### config.mk
export PLATFORM = sky130hd
export DESIGN_NAME = plm_link_pm
export DESIGN_NICKNAME = d
export VERILOG_FILES = /design/src/rtl/plm_pkg.sv /design/src/rtl/plm_link_pm.sv
export SDC_FILE = /design/constraint.sdc
export NUM_CORES = 1
export LEC_CHECK = 0
export BUFFER_PORTS_ARGS = -buffer_cell sky130_fd_sc_hd__buf_2
export CORE_MARGIN = 2
export CORE_UTILIZATION = 50
export CTS_BUF_LIST = sky130_fd_sc_hd__clkbuf_2
export DETAILED_ROUTE_END_ITERATION = 12
export PLACE_DENSITY_LB_ADDON = 0.1
export SETUP_SLACK_MARGIN = 0.4
export SLEW_MARGIN = 30
export SYNTH_ARGS = -nofsm -noshare
export SYNTH_HDL_FRONTEND = slang
export SYNTH_SLANG_ARGS = --single-unit
### constraint.sdc
create_clock -name clk_i -period 3.48 [get_ports clk_i]
set_input_delay 0.174 -clock clk_i [delete_from_list [all_inputs] [get_ports clk_i]]
set_output_delay 0.174 -clock clk_i [all_outputs]
set_load 0.1 [all_outputs]
### src/rtl/plm_pkg.sv
// Package for the link power manager: constants, state codes, carriers.
// Assumes a 125 MHz core clock and a 32-bit AHB-Lite register port.
package plm_pkg;

   // ----------------------------------------------------------------
   // Timing
   // ----------------------------------------------------------------
   localparam int          CLK_NS   = 8;        // Clock period in ns
   localparam int          IDLE_NS  = 6000;     // Idle time before standby
   localparam int          SMP_NS   = 100000;   // Wake pin sample period
   localparam int          IDLE_CYC = (IDLE_NS + CLK_NS - 1) / CLK_NS;
   localparam int          SMP_CYC  = SMP_NS / CLK_NS;
   localparam logic [11:0] IDLE_CNT = 12'(IDLE_CYC);

   // ----------------------------------------------------------------
   // Register map (byte addresses) and fields
   // ----------------------------------------------------------------
   localparam logic [7:0] OFF_CTRL  = 8'h00;    // Link / command control
   localparam logic [7:0] OFF_PMCSR = 8'h04;    // Power state control
   localparam logic [7:0] OFF_LCAP  = 8'h08;    // Link capabilities
   localparam logic [7:0] OFF_STAT  = 8'h0c;    // Live status
   localparam logic [7:0] OFF_NONE  = 8'hff;    // Marks an unmapped write
   localparam int         CTRL_ASPM = 0;        // [1:0] entry control
   localparam int         CTRL_CMD  = 2;        // [4:2] mem, io, master
   localparam int         PMCSR_NSR = 3;        // No-soft-reset flag
   localparam int         LCAP_ASPM = 10;       // [11:10] standby support
   localparam int         STAT_DEV  = 8;        // [10:8] device state
   localparam int         STAT_PME  = 16;       // Wake event pending
   localparam logic [1:0] LCAP_L0S  = 2'h1;     // Standby only supported
   localparam logic [1:0] PS_D0     = 2'h0;     // Power state code D0
   localparam logic [1:0] PS_D3H    = 2'h3;     // Power state code D3hot

   // ----------------------------------------------------------------
   // State codes
   // ----------------------------------------------------------------
   typedef enum logic [6:0] {
      LNK_DOWN   = 7'h01,                       // Link down pseudo state
      LNK_L0     = 7'h02,
      LNK_L0S    = 7'h04,
      LNK_L1ENT  = 7'h08,
      LNK_L1     = 7'h10,
      LNK_L1EXIT = 7'h20,
      LNK_L23    = 7'h40
   } plm_lnk_t;

   typedef enum logic [2:0] {
      DEV_D0U = 3'h1,                           // D0 uninitialized
      DEV_D0A = 3'h2,                           // D0 active
      DEV_D3H = 3'h4                            // D3hot
   } plm_dev_t;

   // ----------------------------------------------------------------
   // Carriers
   // ----------------------------------------------------------------
   typedef struct packed {
      logic link_up;                            // Physical layer in L0
      logic tx_pending;                         // TLP or DLLP waiting
      logic tx_sent;                            // Packet sent this cycle
      logic rx_activity;                        // Traffic from serial side
      logic pbus_activity;                      // Traffic from parallel side
      logic l1_ack;                             // Upstream accepted L1
      logic up_exit;                            // Upstream starts L1 exit
      logic turn_off;                           // Turn-off message seen
   } plm_lnk_in_t;

   typedef struct packed {
      logic     tx_allow;                       // Transmit permitted
      logic     l1_req;                         // Request L1 entry
      logic     wake;                           // Drive link back to L0
      logic     turn_off_ack;                   // Answer turn-off, pulse
      logic     pme_msg;                        // Send wake message, pulse
      plm_lnk_t state;                          // Link power state
      plm_dev_t dev;                            // Device power state
   } plm_lnk_out_t;

   typedef struct packed {
      plm_lnk_t     lnk;
      plm_dev_t     dev;
      logic [1:0]   aspm;
      logic [2:0]   cmd;
      logic [11:0]  idle;
      logic [15:0]  smp;
      logic         pme_pend;
      logic         turn_pend;
      plm_lnk_out_t out;
      logic         wr_pend;
      logic [7:0]   wr_addr;
      logic [31:0]  hrdata;
      logic         hready;
      logic         hresp;
   } plm_state_t;

   localparam plm_state_t STATE_RST = '{lnk: LNK_DOWN, dev: DEV_D0U,
      out: '{state: LNK_DOWN, dev: DEV_D0U, default: 1'b0},
      hready: 1'b1, default: '0};

endpackage

### src/rtl/plm_link_pm.sv
// Link power manager for the upstream serial link of a bus bridge.
// Assumes the physical layer handles electrical idle and retraining,
// and that a single AHB-Lite master reaches the registers.
//
// Functional notes
// Standby entry disabled until software enables it
// Enter standby after 6 us transmit idle
// Pending TLP or DLLP starts standby exit
// No transmission while transmitter in standby
// Each direction's standby state is independent
// Idle timing never moves link into L1
// Writing D3hot starts L1 entry
// No traffic in L1 until back in L0
// Either side may start L1 exit
// Answer turn-off message, enter L2/L3 Ready
// No traffic once in L2/L3 Ready
// Accept turn-off handshake even from D0
// Start D0 uninit; enables move to active
// Configuration access works in D3hot
// Report no-soft-reset as one
// Only D0, D3hot and D3cold exist
// No wake events without power
// Activity on either side ends standby
// Advertise standby capability in capabilities register
// Link down pseudo state before first L0
// Sample wake pin every 100 us
// Bring link to L0 before wake message
// Device follows the power state field
// Idle timer restarts on traffic, clears disabled
// D1 and D2 writes are ignored
`timescale 1ns/1ns

module plm_link_pm
   import plm_pkg::*;
#(
   parameter logic [15:0] SMP_CYC_P = 16'(SMP_CYC)  // Wake sample period
)
(
   input  wire logic         clk_i,
   input  wire logic         resetn_i,
   input  wire logic         hsel_i,
   input  wire logic [31:0]  haddr_i,
   input  wire logic [1:0]   htrans_i,
   input  wire logic         hwrite_i,
   input  wire logic [2:0]   hsize_i,
   input  wire logic [31:0]  hwdata_i,
   input  wire logic         hready_i,
   output logic      [31:0]  hrdata_o,
   output logic              hreadyout_o,
   output logic              hresp_o,
   input  wire plm_lnk_in_t  lnk_i,
   input  wire logic         parallel_bus_wake_request_n_i,
   output plm_lnk_out_t      lnk_o
);

   // ----------------------------------------------------------------
   // State
   // ----------------------------------------------------------------
   plm_state_t  s_r;            // All registered state
   plm_state_t  s_nxt;          // Next value of the state
   logic [31:0] rdata;          // Read word for the current address
   logic        act_in;         // Any activity that ends standby

   // Only whole-word transfers are issued, so hsize is not decoded
   assign act_in = lnk_i.tx_pending | lnk_i.rx_activity | lnk_i.pbus_activity;

   // ----------------------------------------------------------------
   // Read multiplexer
   // ----------------------------------------------------------------
   // Selects the register word for the address in the address phase
   always_comb
   begin
      rdata = '0;
      if (haddr_i[31:8] == '0)
      begin
         case (haddr_i[7:0])
            OFF_CTRL:
            begin
               rdata[CTRL_ASPM +: 2] = s_r.aspm;
               rdata[CTRL_CMD +: 3]  = s_r.cmd;
            end
            OFF_PMCSR:
            begin
               // Field always shows the state really held
               rdata[1:0]       = (s_r.dev == DEV_D3H) ? PS_D3H : PS_D0;
               rdata[PMCSR_NSR] = 1'b1;
            end
            OFF_LCAP:
               rdata[LCAP_ASPM +: 2] = LCAP_L0S;
            OFF_STAT:
            begin
               rdata[6:0]            = s_r.lnk;
               rdata[STAT_DEV +: 3]  = s_r.dev;
               rdata[STAT_PME]       = s_r.pme_pend;
            end
            default:
               rdata = '0;                // Unmapped reads return zero
         endcase
      end
   end

   // ----------------------------------------------------------------
   // Next state
   // ----------------------------------------------------------------
   always_comb
   begin
      s_nxt                  = s_r;
      s_nxt.out.turn_off_ack = 1'b0;
      s_nxt.out.pme_msg      = 1'b0;

      // Write data phase: software-visible control; works in D3hot too
      if (s_r.wr_pend)
      begin
         case (s_r.wr_addr)
            OFF_CTRL:
            begin
               s_nxt.aspm = hwdata_i[CTRL_ASPM +: 2];
               s_nxt.cmd  = hwdata_i[CTRL_CMD +: 3];
               // Any space or master enable activates the function
               if (s_r.dev == DEV_D0U && |hwdata_i[CTRL_CMD +: 3])
                  s_nxt.dev = DEV_D0A;
            end
            OFF_PMCSR:
            begin
               // Follow the field; D1 and D2 codes change nothing
               if (hwdata_i[1:0] == PS_D3H)
                  s_nxt.dev = DEV_D3H;
               else if (hwdata_i[1:0] == PS_D0 && s_r.dev == DEV_D3H)
                  s_nxt.dev = DEV_D0U;
               else
                  s_nxt.dev = s_r.dev;
            end
            default:
               s_nxt.dev = s_r.dev;     // Unmapped writes are dropped
         endcase
      end

      // Address phase: zero wait states, response always OKAY
      s_nxt.wr_pend = 1'b0;
      if (hsel_i && hready_i && htrans_i[1])
      begin
         if (hwrite_i)
         begin
            s_nxt.wr_pend = 1'b1;
            s_nxt.wr_addr = (haddr_i[31:8] == '0) ? haddr_i[7:0] : OFF_NONE;
         end
         else
            s_nxt.hrdata = rdata;
      end

      // Idle timer: counts quiet L0 cycles, saturates at the limit
      if (s_r.lnk == LNK_L0 && s_r.aspm[0] && !(lnk_i.tx_sent || lnk_i.tx_pending))
      begin
         if (s_r.idle != IDLE_CNT)
            s_nxt.idle = s_r.idle + 12'h1;
      end
      else
         s_nxt.idle = '0;

      // A turn-off seen in L0s, L1 or L1 exit waits until the link is back
      if (lnk_i.turn_off && (s_r.lnk == LNK_L0S || s_r.lnk == LNK_L1 ||
                             s_r.lnk == LNK_L1EXIT))
         s_nxt.turn_pend = 1'b1;

      // Link power state machine
      unique case (s_r.lnk)
         LNK_DOWN:
            if (lnk_i.link_up)
               s_nxt.lnk = LNK_L0;
         LNK_L0:
            if (!lnk_i.link_up)
               s_nxt.lnk = LNK_DOWN;
            else if (lnk_i.turn_off || s_r.turn_pend)
            begin
               // Handshake taken in any device state
               s_nxt.lnk              = LNK_L23;
               s_nxt.out.turn_off_ack = 1'b1;
               s_nxt.turn_pend        = 1'b0;
            end
            else if (s_r.pme_pend)
            begin
               s_nxt.out.pme_msg = 1'b1;
               s_nxt.pme_pend    = 1'b0;
            end
            else if (s_r.dev == DEV_D3H)
               s_nxt.lnk = LNK_L1ENT;
            else if (s_r.aspm[0] && s_r.idle == IDLE_CNT)
               s_nxt.lnk = LNK_L0S;
         LNK_L0S:
            // Only the transmit side sleeps; receive runs on
            if (act_in || s_r.pme_pend || s_r.turn_pend ||
                lnk_i.turn_off || s_r.dev == DEV_D3H)
               s_nxt.lnk = LNK_L0;
            else if (!lnk_i.link_up)
               s_nxt.lnk = LNK_DOWN;
         LNK_L1ENT:
            if (lnk_i.turn_off)
            begin
               s_nxt.lnk              = LNK_L23;
               s_nxt.out.turn_off_ack = 1'b1;
            end
            else if (s_r.dev != DEV_D3H)
               s_nxt.lnk = LNK_L0;
            else if (lnk_i.l1_ack)
               s_nxt.lnk = LNK_L1;
         LNK_L1:
            // Exit started by upstream or by this end
            if (lnk_i.up_exit || s_r.pme_pend || s_r.turn_pend ||
                s_r.dev != DEV_D3H || lnk_i.tx_pending)
               s_nxt.lnk = LNK_L1EXIT;
         LNK_L1EXIT:
            if (lnk_i.link_up)
               s_nxt.lnk = LNK_L0;
         LNK_L23:
            s_nxt.lnk = LNK_L23;        // Left only by power removal
      endcase

      // Wake pin sampling; the set wins over the clear above
      if (s_r.smp >= SMP_CYC_P - 16'h1)
      begin
         s_nxt.smp = '0;
         if (!parallel_bus_wake_request_n_i && s_r.lnk != LNK_L23)
            s_nxt.pme_pend = 1'b1;
      end
      else
         s_nxt.smp = s_r.smp + 16'h1;

      // Registered link outputs follow the next state
      s_nxt.out.tx_allow = (s_nxt.lnk == LNK_L0);
      s_nxt.out.l1_req   = (s_nxt.lnk == LNK_L1ENT);
      s_nxt.out.wake     = (s_nxt.lnk == LNK_L1EXIT);
      s_nxt.out.state    = s_nxt.lnk;
      s_nxt.out.dev      = s_nxt.dev;
   end

   // ----------------------------------------------------------------
   // State register
   // ----------------------------------------------------------------
   always_ff @(posedge clk_i or negedge resetn_i)
   begin
      if (!resetn_i)
         s_r <= STATE_RST;
      else
         s_r <= s_nxt;
   end

   // Outputs straight from flip-flops
   assign hrdata_o    = s_r.hrdata;
   assign hreadyout_o = s_r.hready;
   assign hresp_o     = s_r.hresp;
   assign lnk_o       = s_r.out;
endmodule

==> results.cfg <==
[floorplanning]
io_pins = 132
rows = 32
die_h_um = 93.2
initial_core_util_pct = 51.5
die_area_um2 = 8690
die_w_um = 93.2
core-area_um2 = 7730

[layout]
seq_area_um2 = 1750
synthToLayoutAreaGrowth_pct = 9.68
drive_above_1_share_pct = 23.9
nets = 567
n_antenna_cell = 0
multi_input_area_um2 = 1810
final_core_util_pct = 56.5
fillers = 719

[sta]
worstMarginPinSlew_ps = 733
grt_setup_unrepaired = false
timing.final.crit_share_pct = 71.4
skew_ps = 27.2
setup_tns_ps = 0
hold_ws_ps = 74.7
period_needed_ps = 2490
setup_violations = 0
max-slew-margin-rel_pct = 51.0
fmax_mhz = 402
drv_slew = 0
final_hold_viol_count = 0

[cts]
cts_htree_levels = 3
clkLatencyLatePin_ps = 490
clock-sinks = 70
clock_path_buffers = 2
root_buffer = clkbuf_2
numCtsBuffers = 9
cts_tree = yes
cts_resized = 0
post_cts_buffers = 0
clk_pin_slew_ps = 200

[synthesis]
async_flop_share_pct = 100
syn_area_per_cell_um2 = 9.59
synth_most_common_cell = dfrtp_1
synth_common_cells = 68 x dfrtp_1, 66 x nor2_1, 49 x buf_4
synth_xor_area_share_pct = 5.06
synth_area_um2 = 3980
synth_edf_count = 0
synthAdderAreaFrac_pct = 0.943
synth_compound_area_share_pct = 12.1
synthDistinctLibCells = 64
synth_top_family_by_area = simple AND/OR/NAND/NOR gates
muxShareOfSynthArea_pct = 2.70
ys_seq_area_share_pct = 44.1
synth_flop_cell = dfrtp_1
ys_top_cells_by_area = dfrtp_1 43%, buf_4 9.2%, nor2_1 6.2%, xor2_1 3.7%, a22o_1 3.1%
yosys.area_share.simple_pct = 22.2
yosys.area.top_type = dfrtp_1
synth_top_area_share_pct = 42.7
yosys_warnings = 0
ys_seq_elements = 70
netlist_instances = 415

[detailed_routing]
wl_per_cell_um = 14.4
wl_um = 8450
ant_nets = 0
drtPass1Iterations = 4
viasPerCell = 5.28
drt_iter0_drc = 181
drc = 0
routed-via-count = 3107

[min_path]
hold_depth = 3
min_path_type = in2reg
hold_end = s_r[36]
worstHoldStart = haddr_i[2]

[setup_path]
path_cells = nor4_2 -> o211ai_2 -> o211a_1 -> a32oi_1 -> nand3b_1 -> nor4b_1
cp.arrival_ps = 2860
cp_data_required_time_ps = 3850
cpPeakStageDelay_ps = 630
worstReg2RegStart = lnk_o[8]
end_kind = register
worst-r2r-cell-count = 6
cp_slowest_cell = nor4_2
crit_path_max_fanout = 14
worst-setup-path-type = reg2reg
crit_family = simple AND/OR/NAND/NOR gates
crit_buf_inv = 0
reg2reg_to = lnk_o[14]
regToRegSetupSlack_ps = 990
cp-start-kind = register

[run_status]
status = completed

[placed_design]
hpwlAfterDp_um = 6150
gp_congestion = 0.856
placement.io_buffers = 77

[grt]
grt_use_total_pct = 20.3
grt_remaining_overflow = 0
antenna_found_initial = 0
grt_pass1_vias = 2958
grt_pass1_wl_um = 14000
grt_start_max_net_pins = 34

[job]
maxCapViolations = 0

[power_and_ir_drop]
peakVddDrop_v = 0.000199
p_per_area_nw_per_um2 = 431
cellLeakagePower_nw = 2.07
metrics by stage:
stage | worst slack (ps) | instance area [um2] | total power [mW] | cells
3_3_place_gp | 1090 | 4140 | 1.51 | 557
5_1_grt | 808 | 4370 | 2.00 | 588
4_1_cts | 974 | 4370 | 1.91 | 588
2_1_floorplan | 1430 | 4070 | 1.45 | 438
6_report | 994 | 4370 | 1.88 | 588
3_5_place_dp | 1040 | 4140 | 1.52 | 557
kinds of logic after synthesis:
logic type / after synthesis
and+or+nand+nor: 168
buffers and inverters: 74
DFF: 70
AOI/OAI and AO/OA: 65
xor gates and xnor gates: 23
muxes: 10
adders and majority gates: 3
other: 2
tightest hold or removal path: stages:
cell and delay (ps):
buf_2 160, nor2_1 120, a21oi_1 70
registers in the layout (all words and copies together) (netlist names):
register and cells:
lnk_o 15, s_r 44, hrdata_o 11
cells in the final DEF (no fill, tap or decap), types with 3 or more instances in the layout:
| master | n |
|---|---|
| buf_2 | 77 |
| dfrtp_1 | 68 |
| nor2_1 | 66 |
| conb_1 | 25 |
| nand2_1 | 22 |
| nand3_1 | 18 |
| xor2_1 | 17 |
| dlygate4sd3_1 | 15 |
| a21oi_1 | 14 |
| a22o_1 | 14 |
| nor4_1 | 11 |
| inv_1 | 10 |
| clkbuf_2 | 10 |
| o21ai_0 | 7 |
| and3_1 | 7 |
| o21ai_1 | 6 |
| xnor2_1 | 6 |
| and2_1 | 5 |
| mux2_2 | 5 |
| nor3b_1 | 4 |
| and4_1 | 4 |
| nor3_1 | 4 |
| mux2i_1 | 4 |
| nand4_1 | 3 |
| nor4b_1 | 3 |
| ha_1 | 3 |
| clkinv_1 | 3 |
| buf_4 | 3 |
routing by layer:
layer	share of wire (%)	up-vias	wire length (um)	GRT usage, %
met2	47	86	3990	31.2
met3	5.1	16	427	3.22
li1	-	1510	-	-
met1	46	1495	3880	28.3
met4	1.8	0	148	9.19
met5	0	-	0	0
timing repair:
action / 4_1_cts / 5_1_grt
hold buffers: 15 / 0
hold endpoints to repair: 35 / 0
endpoints found under the setup margin: 0 / 0
cell type report:
type                       count  share of cell area, %
clock inverter                 6                  0.659
inverter                      11                  0.946
sequential                    70                   40.2
multi-input combinational    294                   41.4
clock buffer                  10                   1.15
timing repair buffer          95                   12.8
tap                          102                   2.92
power by group:
part | total (mW) | switching [mW] | internal [mW]
logic | 0.599 | 0.443 | 0.156
clock network | 0.363 | 0.275 | 0.0878
registers | 0.922 | 0.0686 | 0.853
total | 1.88 | 0.786 | 1.10
worst max path at each step:
stage / from / endpoint / cells past startpoint
after floorplan: lnk_o[3] / lnk_o[13] / 7
after global placement: lnk_o[8] / lnk_o[14] / 6
after detailed placement: lnk_o[8] / lnk_o[14] / 6
after CTS: lnk_o[8] / lnk_o[14] / 6
after global routing: lnk_o[8] / lnk_o[14] / 6
final: lnk_o[8] / lnk_o[14] / 6
No activity file was read; power rests on OpenSTA's default activity.
